File: src/shared/rbm_pkg.sv
// Constants, register map and field layout for the lane bonding and rate match block
package rbm_pkg;
    localparam int SEQ_MAX = 4;
    localparam int DEPTH = 32;
    localparam int PTR_W = 5;
    // Register byte offsets
    localparam logic [7:0] ADDR_CTRL = 8'h00;
    localparam logic [7:0] ADDR_STAT = 8'h04;
    localparam logic [7:0] ADDR_SKEW = 8'h08;
    localparam logic [7:0] ADDR_CNT = 8'h0C;
    localparam logic [7:0] ADDR_SEQ_BASE = 8'h40;
    // Sequence table: 4 tables (bond1, bond2, corr1, corr2) x SEQ_MAX symbols
    localparam int TBL_BOND1 = 0;
    localparam int TBL_BOND2 = 1;
    localparam int TBL_CORR1 = 2;
    localparam int TBL_CORR2 = 3;
    // CTRL fields
    localparam int CTRL_BOND_EN = 0;
    localparam int CTRL_BOND_TWO = 1;
    localparam int CTRL_CORR_EN = 2;
    localparam int CTRL_CORR_TWO = 3;
    localparam int CTRL_BLEN_LSB = 4;
    localparam int CTRL_CLEN_LSB = 8;
    localparam logic [31:0] CTRL_RESET = 32'h0000_0000;
    // Bits of CTRL that hold a field; the rest read back as zero
    localparam logic [31:0] CTRL_MASK = 32'h0000_077F;
    // Symbol entry fields
    localparam int SYM_CTRL_BIT = 8;
    localparam int SYM_INV_BIT = 9;
    localparam int SYM_ANY_BIT = 10;
    localparam logic [10:0] SYM_RESET = 11'h400;
    localparam logic [3:0] SKEW_RESET = 4'h7;
    localparam logic [1:0] RESP_OKAY = 2'h0;
    localparam logic [1:0] RESP_SLVERR = 2'h2;
    localparam logic [PTR_W-1:0] OCC_MID = 5'h10;
    localparam logic [PTR_W-1:0] OCC_SLACK = 5'h04;
endpackage : rbm_pkg

File: src/verilog/rbm_seq_match.sv
// One sequence matcher over a sliding window of received symbols
`timescale 1ns/1ns
module rbm_seq_match #(
    parameter int SEQ_MAX = 4
) (
    // Window, oldest symbol first at index 0
    input wire logic [SEQ_MAX*8-1:0] i_win_data,
    input wire logic [SEQ_MAX-1:0] i_win_ctrl,
    input wire logic [SEQ_MAX-1:0] i_win_inv,
    // Configured table
    input wire logic [SEQ_MAX*11-1:0] i_tbl,
    input wire logic [2:0] i_len,
    input wire logic i_ctrl_chk,
    // Result
    output logic o_hit
);
    initial begin
        if (SEQ_MAX < 1 || SEQ_MAX > 7) $error("SEQ_MAX out of range");
    end

    // Window holds the newest SEQ_MAX symbols; match the last len of them
    always_comb begin
        logic ok;
        logic [10:0] ent;
        int pos;
        ent = '0;
        pos = 0;
        ok = (i_len != 3'h0);
        for (int k = 0; k < SEQ_MAX; k++) begin
            pos = SEQ_MAX - 32'(i_len) + k;
            ent = i_tbl[k*11 +: 11];
            if (k < 32'(i_len) && !ent[rbm_pkg::SYM_ANY_BIT]) begin
                if (i_win_data[pos*8 +: 8] != ent[7:0]) ok = 1'b0;
                if (i_ctrl_chk && ent[rbm_pkg::SYM_CTRL_BIT] != i_win_ctrl[pos]) ok = 1'b0;
                if (i_win_inv[pos] && !ent[rbm_pkg::SYM_INV_BIT]) ok = 1'b0;
            end
        end
        o_hit = ok;
    end
endmodule : rbm_seq_match

File: src/verilog/rbm_top.sv
// Receive elastic buffer with lane bonding and rate matching
`timescale 1ns/1ns
module rbm_top #(
    parameter int SEQ_MAX = rbm_pkg::SEQ_MAX,
    parameter int DEPTH = rbm_pkg::DEPTH
) (
    // Clock and reset
    input wire logic I_SYS_CLK,
    input wire logic I_RESET_N,
    // Received symbol stream
    input wire logic I_RX_VALID,
    input wire logic [7:0] I_RX_DATA,
    input wire logic I_RX_CTRL,
    input wire logic I_RX_INV,
    // Output stream, one symbol per cycle once running
    output logic O_OUT_VALID,
    output logic [7:0] O_OUT_DATA,
    output logic O_OUT_CTRL,
    // Lane bonding: master aligns, slaves follow
    input wire logic I_BOND_MASTER,
    input wire logic I_BOND_GO,
    output logic O_BOND_GO,
    output logic O_BOND_DONE,
    // AXI4-Lite slave
    input wire logic [7:0] S_AXI_AWADDR,
    input wire logic S_AXI_AWVALID,
    output logic S_AXI_AWREADY,
    input wire logic [31:0] S_AXI_WDATA,
    input wire logic [3:0] S_AXI_WSTRB,
    input wire logic S_AXI_WVALID,
    output logic S_AXI_WREADY,
    output logic [1:0] S_AXI_BRESP,
    output logic S_AXI_BVALID,
    input wire logic S_AXI_BREADY,
    input wire logic [7:0] S_AXI_ARADDR,
    input wire logic S_AXI_ARVALID,
    output logic S_AXI_ARREADY,
    output logic [31:0] S_AXI_RDATA,
    output logic [1:0] S_AXI_RRESP,
    output logic S_AXI_RVALID,
    input wire logic S_AXI_RREADY
);
    localparam int PW = $clog2(DEPTH);
    initial begin
        if (DEPTH != 32 || SEQ_MAX != 4) $error("unsupported DEPTH or SEQ_MAX");
    end

    function automatic logic [PW-1:0] occ(input logic [PW-1:0] w, input logic [PW-1:0] r);
        occ = PW'(w - r);
    endfunction : occ

    // Registers
    logic [31:0] ctrl_reg;
    logic [3:0] skew_reg;
    logic [10:0] tbl_reg [4*SEQ_MAX];
    logic [15:0] add_cnt_reg, drop_cnt_reg;
    logic sticky_under_reg, sticky_over_reg;

    // Buffer
    logic [9:0] mem [DEPTH];
    logic [PW-1:0] wp_reg, rp_reg;
    logic run_reg;
    logic [SEQ_MAX*8-1:0] win_d_reg;
    logic [SEQ_MAX-1:0] win_k_reg, win_i_reg;
    logic [PW-1:0] mark_reg [2];
    logic [SEQ_MAX*11-1:0] tbl_flat [4];
    logic [3:0] hit;
    logic [2:0] blen, clen;

    assign blen = ctrl_reg[rbm_pkg::CTRL_BLEN_LSB +: 3];
    assign clen = ctrl_reg[rbm_pkg::CTRL_CLEN_LSB +: 3];

    always_comb begin
        for (int t = 0; t < 4; t++) begin
            for (int k = 0; k < SEQ_MAX; k++) tbl_flat[t][k*11 +: 11] = tbl_reg[t*SEQ_MAX + k];
        end
    end

    for (genvar t = 0; t < 4; t++) begin : g_match
        rbm_seq_match #(.SEQ_MAX(SEQ_MAX)) u_match (
            .i_win_data(win_d_reg),
            .i_win_ctrl(win_k_reg),
            .i_win_inv(win_i_reg),
            .i_tbl(tbl_flat[t]),
            .i_len((t < 2) ? blen : clen),
            .i_ctrl_chk(1'b1),
            .o_hit(hit[t])
        );
    end

    logic bond_hit, corr_hit;
    assign bond_hit = ctrl_reg[rbm_pkg::CTRL_BOND_EN] && (hit[rbm_pkg::TBL_BOND1] ||
        (ctrl_reg[rbm_pkg::CTRL_BOND_TWO] && hit[rbm_pkg::TBL_BOND2]));
    assign corr_hit = ctrl_reg[rbm_pkg::CTRL_CORR_EN] && (hit[rbm_pkg::TBL_CORR1] ||
        (ctrl_reg[rbm_pkg::CTRL_CORR_TWO] && hit[rbm_pkg::TBL_CORR2]));

    // Write side: window shift and buffer store; drops still store, then rewind the write pointer
    logic [PW-1:0] fill;
    logic do_drop;
    assign fill = occ(wp_reg, rp_reg);
    // Drop a matched correction sequence of any length when fill is above OCC_MID + OCC_SLACK; it is
    // dropped whole only if no symbol arrives that cycle, else its first symbol stays and the arriving one is lost
    assign do_drop = corr_hit && run_reg && (fill > rbm_pkg::OCC_MID + rbm_pkg::OCC_SLACK);

    always_ff @(posedge I_SYS_CLK or negedge I_RESET_N) begin
        if (!I_RESET_N) begin
            win_d_reg <= '0;
            win_k_reg <= '0;
            win_i_reg <= '0;
        end else if (I_RX_VALID) begin
            win_d_reg <= {I_RX_DATA, win_d_reg[SEQ_MAX*8-1:8]};
            win_k_reg <= {I_RX_CTRL, win_k_reg[SEQ_MAX-1:1]};
            win_i_reg <= {I_RX_INV, win_i_reg[SEQ_MAX-1:1]};
        end
    end

    always_ff @(posedge I_SYS_CLK) begin
        if (I_RX_VALID) mem[wp_reg] <= {I_RX_INV, I_RX_CTRL, I_RX_DATA};
    end

    // Write pointer: a drop rewinds by the sequence length, less one when a symbol arrives in the same cycle
    always_ff @(posedge I_SYS_CLK or negedge I_RESET_N) begin
        if (!I_RESET_N) begin
            wp_reg <= '0;
        end else if (do_drop) begin
            wp_reg <= PW'(wp_reg - PW'(clen) + PW'(I_RX_VALID));
        end else if (I_RX_VALID) begin
            wp_reg <= PW'(wp_reg + 1'b1);
        end
    end

    // Bonding marks: where the last bonding sequence ended in the buffer
    always_ff @(posedge I_SYS_CLK or negedge I_RESET_N) begin
        if (!I_RESET_N) begin
            mark_reg[0] <= '0;
            mark_reg[1] <= '0;
        end else if (bond_hit) begin
            mark_reg[0] <= wp_reg;
            mark_reg[1] <= mark_reg[0];
        end
    end

    // Read side: starts at midpoint; insert repeats a whole sequence
    logic do_add;
    logic bond_now;
    assign do_add = corr_hit && run_reg && !do_drop && (fill < rbm_pkg::OCC_MID - rbm_pkg::OCC_SLACK);
    // Master aligns on its own hit; slaves align on the master's broadcast, relying on the
    // remote spacing keeping every lane's copy within the skew window
    assign bond_now = ctrl_reg[rbm_pkg::CTRL_BOND_EN] && (I_BOND_MASTER ? bond_hit : I_BOND_GO);

    always_ff @(posedge I_SYS_CLK or negedge I_RESET_N) begin
        if (!I_RESET_N) begin
            rp_reg <= '0;
            run_reg <= 1'b0;
        end else if (!run_reg) begin
            run_reg <= (fill >= rbm_pkg::OCC_MID);
        end else if (bond_now) begin
            rp_reg <= PW'(mark_reg[0] - PW'(skew_reg));
        end else if (do_add) begin
            rp_reg <= PW'(rp_reg + 1'b1 - PW'(clen));
        end else begin
            rp_reg <= PW'(rp_reg + 1'b1);
        end
    end

    always_ff @(posedge I_SYS_CLK or negedge I_RESET_N) begin
        if (!I_RESET_N) begin
            O_OUT_VALID <= 1'b0;
            O_OUT_DATA <= '0;
            O_OUT_CTRL <= 1'b0;
            O_BOND_GO <= 1'b0;
            O_BOND_DONE <= 1'b0;
        end else begin
            O_OUT_VALID <= run_reg;
            O_OUT_DATA <= run_reg ? mem[rp_reg][7:0] : 8'h00;
            O_OUT_CTRL <= run_reg && mem[rp_reg][8];
            O_BOND_GO <= I_BOND_MASTER && bond_hit;
            O_BOND_DONE <= O_BOND_DONE || (run_reg && bond_now);
        end
    end

    // Counters and sticky status; sticky set wins over clear, counter clear wins over count
    logic stat_clr;
    always_ff @(posedge I_SYS_CLK or negedge I_RESET_N) begin
        if (!I_RESET_N) begin
            add_cnt_reg <= '0;
            drop_cnt_reg <= '0;
            sticky_under_reg <= 1'b0;
            sticky_over_reg <= 1'b0;
        end else begin
            add_cnt_reg <= stat_clr ? '0 : 16'(add_cnt_reg + 16'(do_add));
            drop_cnt_reg <= stat_clr ? '0 : 16'(drop_cnt_reg + 16'(do_drop));
            sticky_under_reg <= (run_reg && fill == '0) || (sticky_under_reg && !stat_clr);
            sticky_over_reg <= (run_reg && fill == PW'(DEPTH - 1)) || (sticky_over_reg && !stat_clr);
        end
    end

    // AXI4-Lite write channel
    logic aw_ok, w_ok;
    logic [7:0] aw_reg;
    logic [31:0] wd_reg;
    logic [3:0] ws_reg;
    logic wr_fire;
    assign wr_fire = aw_ok && w_ok && !S_AXI_BVALID;
    assign stat_clr = wr_fire && aw_reg == rbm_pkg::ADDR_STAT;

    always_ff @(posedge I_SYS_CLK or negedge I_RESET_N) begin
        if (!I_RESET_N) begin
            aw_ok <= 1'b0;
            w_ok <= 1'b0;
            aw_reg <= '0;
            wd_reg <= '0;
            ws_reg <= '0;
            S_AXI_AWREADY <= 1'b0;
            S_AXI_WREADY <= 1'b0;
            S_AXI_BVALID <= 1'b0;
            S_AXI_BRESP <= rbm_pkg::RESP_OKAY;
        end else begin
            S_AXI_AWREADY <= !aw_ok && !S_AXI_AWREADY && S_AXI_AWVALID;
            S_AXI_WREADY <= !w_ok && !S_AXI_WREADY && S_AXI_WVALID;
            if (S_AXI_AWVALID && S_AXI_AWREADY) begin
                aw_ok <= 1'b1;
                aw_reg <= S_AXI_AWADDR;
            end
            if (S_AXI_WVALID && S_AXI_WREADY) begin
                w_ok <= 1'b1;
                wd_reg <= S_AXI_WDATA;
                // Strobes travel with the data beat, not with the later commit
                ws_reg <= S_AXI_WSTRB;
            end
            if (wr_fire) begin
                aw_ok <= 1'b0;
                w_ok <= 1'b0;
                S_AXI_BVALID <= 1'b1;
                S_AXI_BRESP <= (aw_reg == rbm_pkg::ADDR_CTRL || aw_reg == rbm_pkg::ADDR_STAT ||
                    aw_reg == rbm_pkg::ADDR_SKEW || (aw_reg >= rbm_pkg::ADDR_SEQ_BASE &&
                    aw_reg < rbm_pkg::ADDR_SEQ_BASE + 8'(16 * SEQ_MAX))) ?
                    rbm_pkg::RESP_OKAY : rbm_pkg::RESP_SLVERR;
            end else if (S_AXI_BREADY) begin
                S_AXI_BVALID <= 1'b0;
            end
        end
    end

    // Register writes; byte strobes honoured on the low lanes in use
    always_ff @(posedge I_SYS_CLK or negedge I_RESET_N) begin
        if (!I_RESET_N) begin
            ctrl_reg <= rbm_pkg::CTRL_RESET;
            skew_reg <= rbm_pkg::SKEW_RESET;
            for (int i = 0; i < 4 * SEQ_MAX; i++) tbl_reg[i] <= rbm_pkg::SYM_RESET;
        end else if (wr_fire) begin
            if (aw_reg == rbm_pkg::ADDR_CTRL) begin
                if (ws_reg[0]) ctrl_reg[7:0] <= wd_reg[7:0] & rbm_pkg::CTRL_MASK[7:0];
                if (ws_reg[1]) ctrl_reg[15:8] <= wd_reg[15:8] & rbm_pkg::CTRL_MASK[15:8];
            end
            if (aw_reg == rbm_pkg::ADDR_SKEW && ws_reg[0]) skew_reg <= wd_reg[3:0];
            if (aw_reg >= rbm_pkg::ADDR_SEQ_BASE && aw_reg < rbm_pkg::ADDR_SEQ_BASE + 8'(16 * SEQ_MAX)) begin
                if (ws_reg[0]) tbl_reg[aw_reg[5:2]][7:0] <= wd_reg[7:0];
                if (ws_reg[1]) tbl_reg[aw_reg[5:2]][10:8] <= wd_reg[10:8];
            end
        end
    end

    // AXI4-Lite read channel, one cycle from address to data
    always_ff @(posedge I_SYS_CLK or negedge I_RESET_N) begin
        if (!I_RESET_N) begin
            S_AXI_ARREADY <= 1'b0;
            S_AXI_RVALID <= 1'b0;
            S_AXI_RDATA <= '0;
            S_AXI_RRESP <= rbm_pkg::RESP_OKAY;
        end else begin
            S_AXI_ARREADY <= !S_AXI_ARREADY && !S_AXI_RVALID && S_AXI_ARVALID;
            if (S_AXI_ARVALID && S_AXI_ARREADY) begin
                S_AXI_RVALID <= 1'b1;
                S_AXI_RRESP <= rbm_pkg::RESP_OKAY;
                S_AXI_RDATA <= '0;
                if (S_AXI_ARADDR == rbm_pkg::ADDR_CTRL) S_AXI_RDATA <= {16'h0000, ctrl_reg[15:0]};
                else if (S_AXI_ARADDR == rbm_pkg::ADDR_STAT)
                    S_AXI_RDATA <= {16'h0000, 3'h0, PW'(fill), 4'h0, O_BOND_DONE, run_reg,
                        sticky_over_reg, sticky_under_reg};
                else if (S_AXI_ARADDR == rbm_pkg::ADDR_SKEW) S_AXI_RDATA <= {28'h0000000, skew_reg};
                else if (S_AXI_ARADDR == rbm_pkg::ADDR_CNT) S_AXI_RDATA <= {drop_cnt_reg, add_cnt_reg};
                else if (S_AXI_ARADDR >= rbm_pkg::ADDR_SEQ_BASE &&
                    S_AXI_ARADDR < rbm_pkg::ADDR_SEQ_BASE + 8'(16 * SEQ_MAX))
                    S_AXI_RDATA <= {21'h000000, tbl_reg[S_AXI_ARADDR[5:2]]};
                else S_AXI_RRESP <= rbm_pkg::RESP_SLVERR;
            end else if (S_AXI_RREADY) begin
                S_AXI_RVALID <= 1'b0;
            end
        end
    end
endmodule : rbm_top
File: config.mk
export PLATFORM = sky130hd
export DESIGN_NAME = rbm_top
export DESIGN_NICKNAME = d
export VERILOG_FILES = /design/src/shared/rbm_pkg.sv /design/src/verilog/rbm_seq_match.sv /design/src/verilog/rbm_top.sv
export SDC_FILE = /design/constraint.sdc
export NUM_CORES = 1
export LEC_CHECK = 0
export BUFFER_PORTS_ARGS = -buffer_cell sky130_fd_sc_hd__buf_2
export CAP_MARGIN = 20
export CORE_ASPECT_RATIO = 0.9
export CORE_MARGIN = 8
export CORE_UTILIZATION = 35
export DETAILED_ROUTE_END_ITERATION = 10
export GPL_TIMING_DRIVEN = 0
export HOLD_SLACK_MARGIN = 0.12
export PLACE_DENSITY = 0.53
export SYNTH_ARGS = -nofsm -noshare
export SYNTH_HDL_FRONTEND = slang
export SYNTH_SLANG_ARGS = --single-unit
File: constraint.sdc
create_clock -name I_SYS_CLK -period 6.6 [get_ports I_SYS_CLK]
set_input_delay 0.33 -clock I_SYS_CLK [delete_from_list [all_inputs] [get_ports I_SYS_CLK]]
set_output_delay 0.33 -clock I_SYS_CLK [all_outputs]
set_load 0.005 [all_outputs]
=== Word level (Yosys, flattened, before mapping) ===
Memory sizes are Yosys's and may differ from the RTL's.
Cells that the tools add are included.

* Mux-type cells: 155
* Equality and inequality tests: 38
* $add $sub $neg: 17
* Shifts and indexed selects: 8
* Reduce and logical (&&, ||, !) cells: 127
* Bitwise gates (word level): 2
* Order comparisons: 26

{| class="wikitable"
|+ Operator list
! kind !! count
|-
| 176-bit 2-to-1 mux || 4
|-
| 176-bit bitwise mux || 2
|-
| 32-bit by 4-bit < comparator with 1-bit output, second input constant || 8
|-
| 32-bit by 32-bit variable part select with 8-bit output || 8
|-
| 32-bit by 2-bit adder with 32-bit output, second input constant || 4
|-
| 32-bit 2-to-1 mux || 4
|-
| 8-bit inequality test || 16
|-
| 1-bit 2-to-1 mux || 108
|-
| 11-bit demux with 4-bit select || 2
|-
| 32-bit by 1-bit adder with 32-bit output, second input constant || 2
|-
| 1-bit logical AND || 64
|-
| 11-bit binary-select mux with 4-bit select || 1
|-
| 11-bit 2-to-1 mux || 4
|-
| 1-bit zero test || 41
|-
| 16-bit by 1-bit adder with 16-bit output || 2
|-
| 1-bit binary-select mux with 2-bit select || 16
|-
| 16-bit 2-to-1 mux || 2
|-
| 8-bit by 4-bit equality test with 1-bit output, second input constant || 3
|-
| 5-bit 2-to-1 mux || 4
|-
| 8-bit by 3-bit equality test with 1-bit output, second input constant || 2
|-
| 8-bit by 7-bit >= comparator with 1-bit output, second input constant || 2
|-
| 8-bit zero test || 2
|-
| 8-bit < comparator, second input constant || 2
|-
| 8-bit 2-to-1 mux || 2
|-
| 22 further kinds || 68
|}

* Output and inout bits: 53
* Memories: 1
* Flip-flop bits (word level): 356
* Memory bits (writable): 320

{| class="wikitable"
|+ Memories
! name !! depth !! width !! read ports !! clocked after Yosys merged registers in !! wr ports !! line !! source
|-
| mem || 32 || 10 || 1 || 0 || 1 || rbm_top.sv:60 || <nowiki>logic [9:0] mem [DEPTH];</nowiki>
|}

=== Logic depth before layout (Yosys ltp) ===
Gate-level depths: netlist of run 1.

* Depth in word-level cells: 30
* Mapped depth: 30

=== Cells and area by module ===
A second synthesis of run 1 with hierarchy kept.

* Cell total of the unflattened synthesis: 2788
* Area, all modules: 36665.2 um^2

{| class="wikitable"
|+ By module, submodules not included
! module !! instances !! seq. area each (um^2) !! area each (um^2) !! cells each
|-
| rbm_top || 1 || 17530.6 || 27291.2 || 1658
|-
| rbm_seq_match at g_match[1].u_match ... || 2 || 0.0 || 2263.4 || 281
|-
| rbm_seq_match at g_match[0].u_match || 1 || 0.0 || 2528.7 || 290
|-
| rbm_seq_match at g_match[3].u_match || 1 || 0.0 || 2318.5 || 278
|}

=== Worst setup path after synthesis of run 1 ===
OpenSTA, ideal clock, no wires.

* Kind: register -> register
* From: register ctrl_reg[9], in the netlist clen[1]
* To: register drop_cnt_reg[10]
* Data required time: 6.468 ns
* Cell stages (with the launch flop): 27
* Slack: 0.319 ns
* Setup time: 0.132 ns
* Arrival: 6.149 ns
* Cells stage by stage: dfrtp_1 -> buf_2 -> clkbuf_1 -> inv_1 -> ha_1 -> ha_1 -> clkbuf_1 -> clkbuf_1 -> inv_1 -> ha_1 -> xnor2_1 -> clkbuf_1 -> nand4_1 -> a22oi_1 -> xnor2_1 -> nand4_1 -> o31a_1 -> or4_4 -> a2111oi_4 -> ha_1 -> ha_1 -> and3_1 -> and3_1 -> clkbuf_1 -> and3_1 -> xnor2_1 -> nor2_1

* Word-level cells in the longest chain between the ends: 27
* Elaborated cells on any way between the ends: 108
* Those cells by class: add/sub (5); order compare (4); eq/ne (16); shift (4); mux (57); reduce/logical (22)

{| class="wikitable"
|+ RTL lines
! item !! line !! source
|-
| start, declared || rbm_top.sv:53 || <nowiki>logic [31:0] ctrl_reg;</nowiki>
|-
| start signal, assigned || rbm_top.sv:248 || <nowiki>ctrl_reg <= rbm_pkg::CTRL_RESET;</nowiki>
|-
| start signal, assigned || rbm_top.sv:254 || <nowiki>if (ws_reg[1]) ctrl_reg[15:8] <= wd_reg[15:8] & rbm_pkg::CTRL_MASK[15:8];</nowiki>
|-
| parallel branches: the longest is 21 deep, another holds 32-bit by 1-bit adder with 32-bit output || - ||
|-
| 1-bit logical OR (*) || rbm_top.sv:94 || <nowiki>assign corr_hit = ctrl_reg[rbm_pkg::CTRL_CORR_EN] && (hit[rbm_pkg::TBL_CORR1] ||</nowiki>
|-
| 1-bit logical AND (*) || rbm_top.sv:94 ||
|-
| 1-bit logical AND (*) (2 in series) || rbm_top.sv:103 || <nowiki>assign do_drop = corr_hit && run_reg && (fill > rbm_pkg::OCC_MID + rbm_pkg::OCC_SLACK);</nowiki>
|-
| 16-bit by 1-bit adder with 16-bit output (*) || rbm_top.sv:192 || <nowiki>drop_cnt_reg <= stat_clr ? '0 : 16'(drop_cnt_reg + 16'(do_drop));</nowiki>
|-
| 16-bit 2-to-1 mux (*) || rbm_top.sv:192 ||
|-
| end signal, assigned || rbm_top.sv:192 ||
|-
| end, declared || rbm_top.sv:56 || <nowiki>logic [15:0] add_cnt_reg, drop_cnt_reg;</nowiki>
|}

Every way passes the cells marked *. The select of a mux whose other input is x is not followed.
A chain may end at the register's enable or synchronous reset.

=== Final worst setup path of run 1 ===
* From: register ctrl_reg[9], in the netlist clen[1]
* To: register drop_cnt_reg[15]

The elaborated chain is that of the path after synthesis.

==> impl_metrics.csv, run 1 <==
group,metric,value,unit
logic_synthesis,async_reset_ff_share,55.1,%
job,maxCapViolCount,0,
drt,wire_per_inst,28.3,µm
placed_design,post-dp-hpwl,84600,µm
outcome,status,"finished, final reports clean",
drt,drc,0,
global_routing,grt_antenna_before_repair,4,
logic_synthesis,yosysTopAreaCell,"edfxtp_1",
sta,min_period_over_period,96.2,%
layout,drive_gt1_share,28.6,%
critical_path,reg2reg_setup_slack,250,ps
logic_synthesis,avgSynthCellArea,13.4,µm²
floorplanning,core_area,94500,µm²
sta,max_freq,158,MHz
floorplanning,die_x,341,µm
global_routing,grt_pass1_wl,166000,µm
global_routing,grt_usage,21.2,%
sta,skew,50.8,ps
cts,root_buffer,"clkbuf_16",
cts,clock_sinks,642,
logic_synthesis,netlist.area_leader.share,25.9,%
logic_synthesis,synthTopCellsByArea,"edfxtp_1, dfrtp_1, mux4_2, mux2_2, xnor2_1",
drt,vias,23100,
critical_path,cp.required,7100,ps
critical_path,path_class,"flop to flop",
critical_path,startpoint_type,"flop",
critical_path,rr_worst_depth,26,
sta,min_period,6350,ps
floorplanning,num_io_pins,125,
power,p_leak,14.8,nW
layout,num-nets-final,2825,
power,total_power,15.0,mW
min_path,hold_class,"input pin to flop",
cts,clock_path_buffers,3,
sta,slew_headroom,25.5,%
logic_synthesis,synth_cell_types,88,
cts,clk_latency,650,ps
global_routing,grt-ovfl-total,0,
sta,setup_slack,253,ps
sta,holdWs,250,ps
logic_synthesis,ys.flop_type,"dfrtp_1",
logic_synthesis,syn-cell-area,33400,µm²
cts,clk_pin_slew_worst_paths,60,ps
critical_path,rr_endpoint,"drop_cnt_reg[15]",
critical_path,arrival,6850,ps
logic_synthesis,yosys_warnings,0,
power,peakVddDrop,0.000263,V
floorplanning,fp-row-count,107,
floorplanning,die_area,105000,µm²
cts,htreeDepth,3,
cts,cts_tree,"built",
logic_synthesis,synth_most_common_cell,"dfrtp_1",
layout,largest_register,"mem",
placed_design,gp_congestion,0.933,
critical_path,worstSetupEndpoint,"drop_cnt_reg[15]",
critical_path,cp-startpoint,"clen[1]",
sta,tightest_slew,1110,ps
min_path,holdCritStartpoint,"I_RX_DATA[4]",
critical_path,cp_max_fo,10,
placed_design,place_ws,-2120,ps
logic_synthesis,synth-seq-cells,642,
drt,drt_iter0_markers,2192,
min_path,hold_depth,1,
layout,largest_reg_flops,288,
placed_design,portBuffers,99,
drt,ant_nets,0,
sta,rsz0062_at_grt,"no",
cts,cts_buffers,74,
logic_synthesis,synth_edf_count,288,
global_routing,grt_max_degree,110,
layout,final_cell_count_no_fill,4019,
drt,firstDrtPassIters,5,
power,p_per_area,389,nW/µm²
logic_synthesis,ys_seq_area_share,52.6,%
layout,area_delta_synth_final,15.5,%
floorplanning,initial_core_util,35.3,%
sta,hold_viol,0,
global_routing,grt_pass1_vias,23400,
drt,via_per_inst,5.76,
drt,drt_wl_total,114000,µm
sta,finalSetupViolCount,0,
critical_path,crit_path_end_kind,"flop",
floorplanning,fp.dieH,309,µm
logic_synthesis,synthesis.instances,2481,
sta,drv_slew,0,
logic_synthesis,synthTopCellsByCount,"dfrtp_1, edfxtp_1, mux2_2, mux4_2, nor2_1",
placed_design,dp.cells,3840,
layout,final_util,40.8,%
critical_path,rr_startpoint,"clen[1]",
## report_power, final
| part | leakage, nW | switching [mW] | internal [mW] |
|---|---|---|---|
| logic | 6.33 | 3.23 | 2.29 |
| registers | 7.25 | 0.705 | 4.72 |
| clock network | 1.17 | 1.74 | 2.30 |
## critical path, stage by stage, from the launching register on
cell and delay [ps]:
dfrtp_2 430, buf_4 210, clkbuf_8 230, clkinvlp_4 210, ha_2 270, ha_4 310
clkbuf_4 200, inv_1 110, ha_1 230, xnor2_2 250, a22oi_1 150, nor4_2 310
buf_2 260, xnor2_1 130, nand4_1 110, o31a_1 370, or4_4 620, a2111oi_4 370
buf_4 190, ha_1 190, and3_1 150, nand3_1 150, nor2_4 160, and4_1 260
nand3_1 100, xor2_1 170, nor2_1 60
## cells in the final DEF, fill, tap and decap left out, types with 25 or more instances in the layout
master and n:
mux2_2 281, dlygate4sd3_1 30, edfxtp_1 288, inv_1 60, a21boi_0 26, nand2b_1 29, nand2_1 148, a21oi_1 48
mux4_2 185, buf_1 26, o21ai_0 74, nand4_1 33, buf_2 114, mux2i_1 38, clkbuf_1 105, clkbuf_16 75
xor2_1 71, xnor2_1 86, nand3_1 50, ha_1 39, nor3_1 25, dfrtp_1 333, nor2_1 172
## metrics by stage
step / area [µm²] / setup TNS (ps)
finish: 38500 / 0
global route: 38500 / 0
CTS: 38400 / 0
detailed placement: 35500 / -55560
global placement: 35400 / -648560
floorplan: 33400 / 0
## cells by family after synthesis
family | count (synthesis) | share of synthesized area (%)
DFF | 642 | 52.6
and+or+nand+nor | 561 | 8.12
muxes | 508 | 23.4
AOI/OAI and AO/OA | 347 | 7.18
buffers and inverters | 219 | 2.81
xor gates and xnor gates | 158 | 4.15
adders and majority gates | 45 | 1.78
other | 1 | 0.0112
## cell type report
cell class                      instances  area, µm²
Timing Repair Buffer                  153       1060
Buffer                                152        717
Clock buffer                           99       2060
Multi-Input combinational cell       1621      15000
Antenna cell                            1       2.50
Tap cell                             1253       1570
Clock inverter                         34        364
Fill cell                            8863      56000
Sequential cell                       642      17500
Inverter                               64        244
## timing repair
action                                  in CTS  in global routing
setup buffers                               11                  3
hold endpoints to repair                   106                  0
endpoints found under the setup margin      42                 24
resized for setup                           23                 21
hold buffers                                30                  0
pin swaps                                    6                  4
## routing by layer
metal | track usage [%] | up-vias | part of all wire [%] | routed length (µm)
li1 | - | 9901 | - | -
met1 | 29.5 | 12100 | 43 | 48900
met2 | 33.2 | 954 | 46 | 52400
met3 | 4.19 | 196 | 7.6 | 8620
met4 | 7.12 | 0 | 3.4 | 3900
met5 | 0 | - | 0 | 0
## worst min-delay path by stage
stage / to / slack (ps)
floorplan: O_BOND_DONE / 30
global placement: O_OUT_VALID / 390
detailed placement: drop_cnt_reg[8] / 360
CTS: mem[9][6] / 220
global route: mem[8][4] / 250
finish: mem[5][4] / 250
Note: power is estimated with default switching activity, not from simulation.
==> run 2: changes to the inputs <==
PLACE_DENSITY = 0.51   (was 0.53)
clock period = 6.5 ns   (was 6.6 ns; I/O delays follow)
==> run 2 against run 1 <==
  * Clock-buffer cell count fell by 3
  * Critical path type unchanged
  * Critical path depth fell by 1
  * Via count fell by 0.33%
  * Power rose by 2.8%
  * Worst hold slack got worse by 22 ps
  * Register-to-register slack got worse by 60 ps
  * Clock power rose by 6.4%
  * Combinational power rose by 2%
  * Critical endpoint unchanged
  * Worst setup slack got worse by 59 ps
  * Design area rose by 0.41%
==> impl_metrics.csv, run 2 (synthesis results as in run 1) <==
group,metric,value,unit
layout,final-seq-area,17500,µm²
placed_design,gp_congestion,0.937,
sta,min_period,6310,ps
critical_path,crit_path_end_kind,"flop",
floorplanning,die_x,341,µm
cts,root_buffer,"clkbuf_16",
drt,drt_wl_total,113000,µm
critical_path,startpoint_type,"flop",
critical_path,path_class,"flop to flop",
layout,num-nets-final,2825,
floorplanning,fp.dieH,309,µm
layout,fillers,8910,
cts,clock_path_buffers,3,
cts,clk_pin_slew_worst_paths,60,ps
drt,ant_nets,0,
power,peakVddDrop,0.000234,V
placed_design,post-dp-hpwl,83900,µm
critical_path,crit_family,"simple AND/OR/NAND/NOR gates",
sta,skew,50.1,ps
critical_path,cp.required,7000,ps
critical_path,path_buf_inv,7,
critical_path,cp_max_fo,10,
drt,via_per_inst,5.73,
floorplanning,core_area,94500,µm²
layout,final_common_cell,"dfrtp_1",
cts,htreeDepth,3,
global_routing,grt_pass1_wl,164000,µm
layout,layout_common_cells,"dfrtp_1, edfxtp_1, mux2_2, mux4_2, nor2_1",
critical_path,arrival,6810,ps
layout,final_util,40.9,%
min_path,holdCritStartpoint,"S_AXI_ARADDR[0]",
critical_path,cp-startpoint,"clen[2]",
sta,max_freq,159,MHz
critical_path,max_stage_delay,580,ps
drt,drc,0,
floorplanning,fp-row-count,107,
placed_design,portBuffers,99,
layout,multi_input_area,15000,µm²
layout,drive_gt1_share,28.8,%
job,maxCapViolCount,0,
drt,drt_iter0_markers,2248,
layout,largest_reg_flops,288,
outcome,status,"finished, final reports clean",
floorplanning,die_area,105000,µm²
global_routing,grt_pass1_vias,23000,
cts,cts_tree,"built",
cts,clk_latency,640,ps
layout,area_delta_synth_final,16.0,%
critical_path,critical-path-slowest-cell,"or4_4",
cts,clock_sinks,642,
global_routing,grt_antenna_before_repair,8,
sta,slew_headroom,23.6,%
critical_path,reg2reg_setup_slack,190,ps
sta,finalSetupViolCount,0,
drt,vias,23100,
global_routing,grt-ovfl-total,0,
global_routing,grt_max_degree,106,
power,total_power,15.4,mW
cts,cts_buffers,74,
drt,wire_per_inst,28.1,µm
sta,min_period_over_period,97.0,%
power,p_leak,14.8,nW
drt,firstDrtPassIters,8,
global_routing,grt_usage,21.0,%
sta,drv_slew,0,
power,p_per_area,398,nW/µm²
critical_path,rr_startpoint,"clen[2]",
sta,hold_viol,0,
floorplanning,num_io_pins,125,
sta,tightest_slew,1140,ps
floorplanning,initial_core_util,35.3,%
min_path,hold_class,"input pin to flop",
layout,largest_register,"mem",
sta,fin_setup_tns,0,ps
run 2: worst paths after layout:
check                                    to  cells past startpoint
min in group asynchronous   drop_cnt_reg[6]                      2
setup reg to reg           drop_cnt_reg[15]                     25
hold reg to reg                 O_OUT_VALID                      0
hold / removal              S_AXI_RDATA[12]                      4
max in group asynchronous     win_d_reg[15]                      4
setup / recovery           drop_cnt_reg[15]                     25
run 2: layer usage:
| metal | wire, µm | GRT usage, % |
|---|---|---|
| met2 | 52300 | 33.2 |
| met3 | 7890 | 3.49 |
| met5 | 0 | 0 |
| met4 | 3210 | 5.98 |
| met1 | 49700 | 29.9 |
run 2: repair_timing:
item | 4_1_cts | 5_1_grt
hold buffers | 30 | 0
hold endpoints to repair | 110 | 0
gates cloned | 0 | 1
endpoints found under the setup margin | 42 | 26
resized for setup | 26 | 23
pin swaps | 5 | 9
buffers inserted | 7 | 7
run 2: worst register-to-register path, cell delays in order (launching register included):
cell	delay [ps]
dfrtp_1	490
clkbuf_4	270
clkbuf_4	280
inv_1	230
ha_4	370
clkbuf_4	200
inv_1	100
ha_1	230
xnor2_2	310
clkbuf_8	220
nand4_1	110
a22oi_2	360
xnor2_1	210
nand3_1	100
o31a_1	360
or4_4	580
a2111oi_4	340
buf_4	200
ha_2	190
and3_1	150
nand3_1	120
nor2_2	170
and4_4	260
nand3_1	90
xor2_1	160
nor2_1	50
run 2: power breakdown:
group          total (mW)  switching (mW)  leakage (nW)  internal, mW
Clock                4.31            1.77          1.23          2.54
Sequential           5.50           0.704          7.25          4.79
Combinational        5.61            3.28          6.31          2.32
run 2: layout make-up:
type                            instances  area share [%]
Tap cell                             1253            4.05
Antenna cell                            4          0.0259
Inverter                               64           0.621
Buffer                                151            1.84
Sequential cell                       642            45.3
Clock inverter                         39            1.38
Multi-Input combinational cell       1621            38.8
Timing Repair Buffer                  154            2.76
Clock buffer                           96            5.18
run 2: per-stage QoR:
stage / instances / setup slack (ps) / hold slack [ps] / instance area, µm²
global route: 4020 / -18.7 / 238 / 38700
detailed placement: 3841 / -2280 / 359 / 35500
CTS: 4011 / 8.97 / 197 / 38500
global placement: 3834 / -2240 / 361 / 35400
finish: 4024 / 194 / 228 / 38700
floorplan: 2482 / 219 / 29.4 / 33400
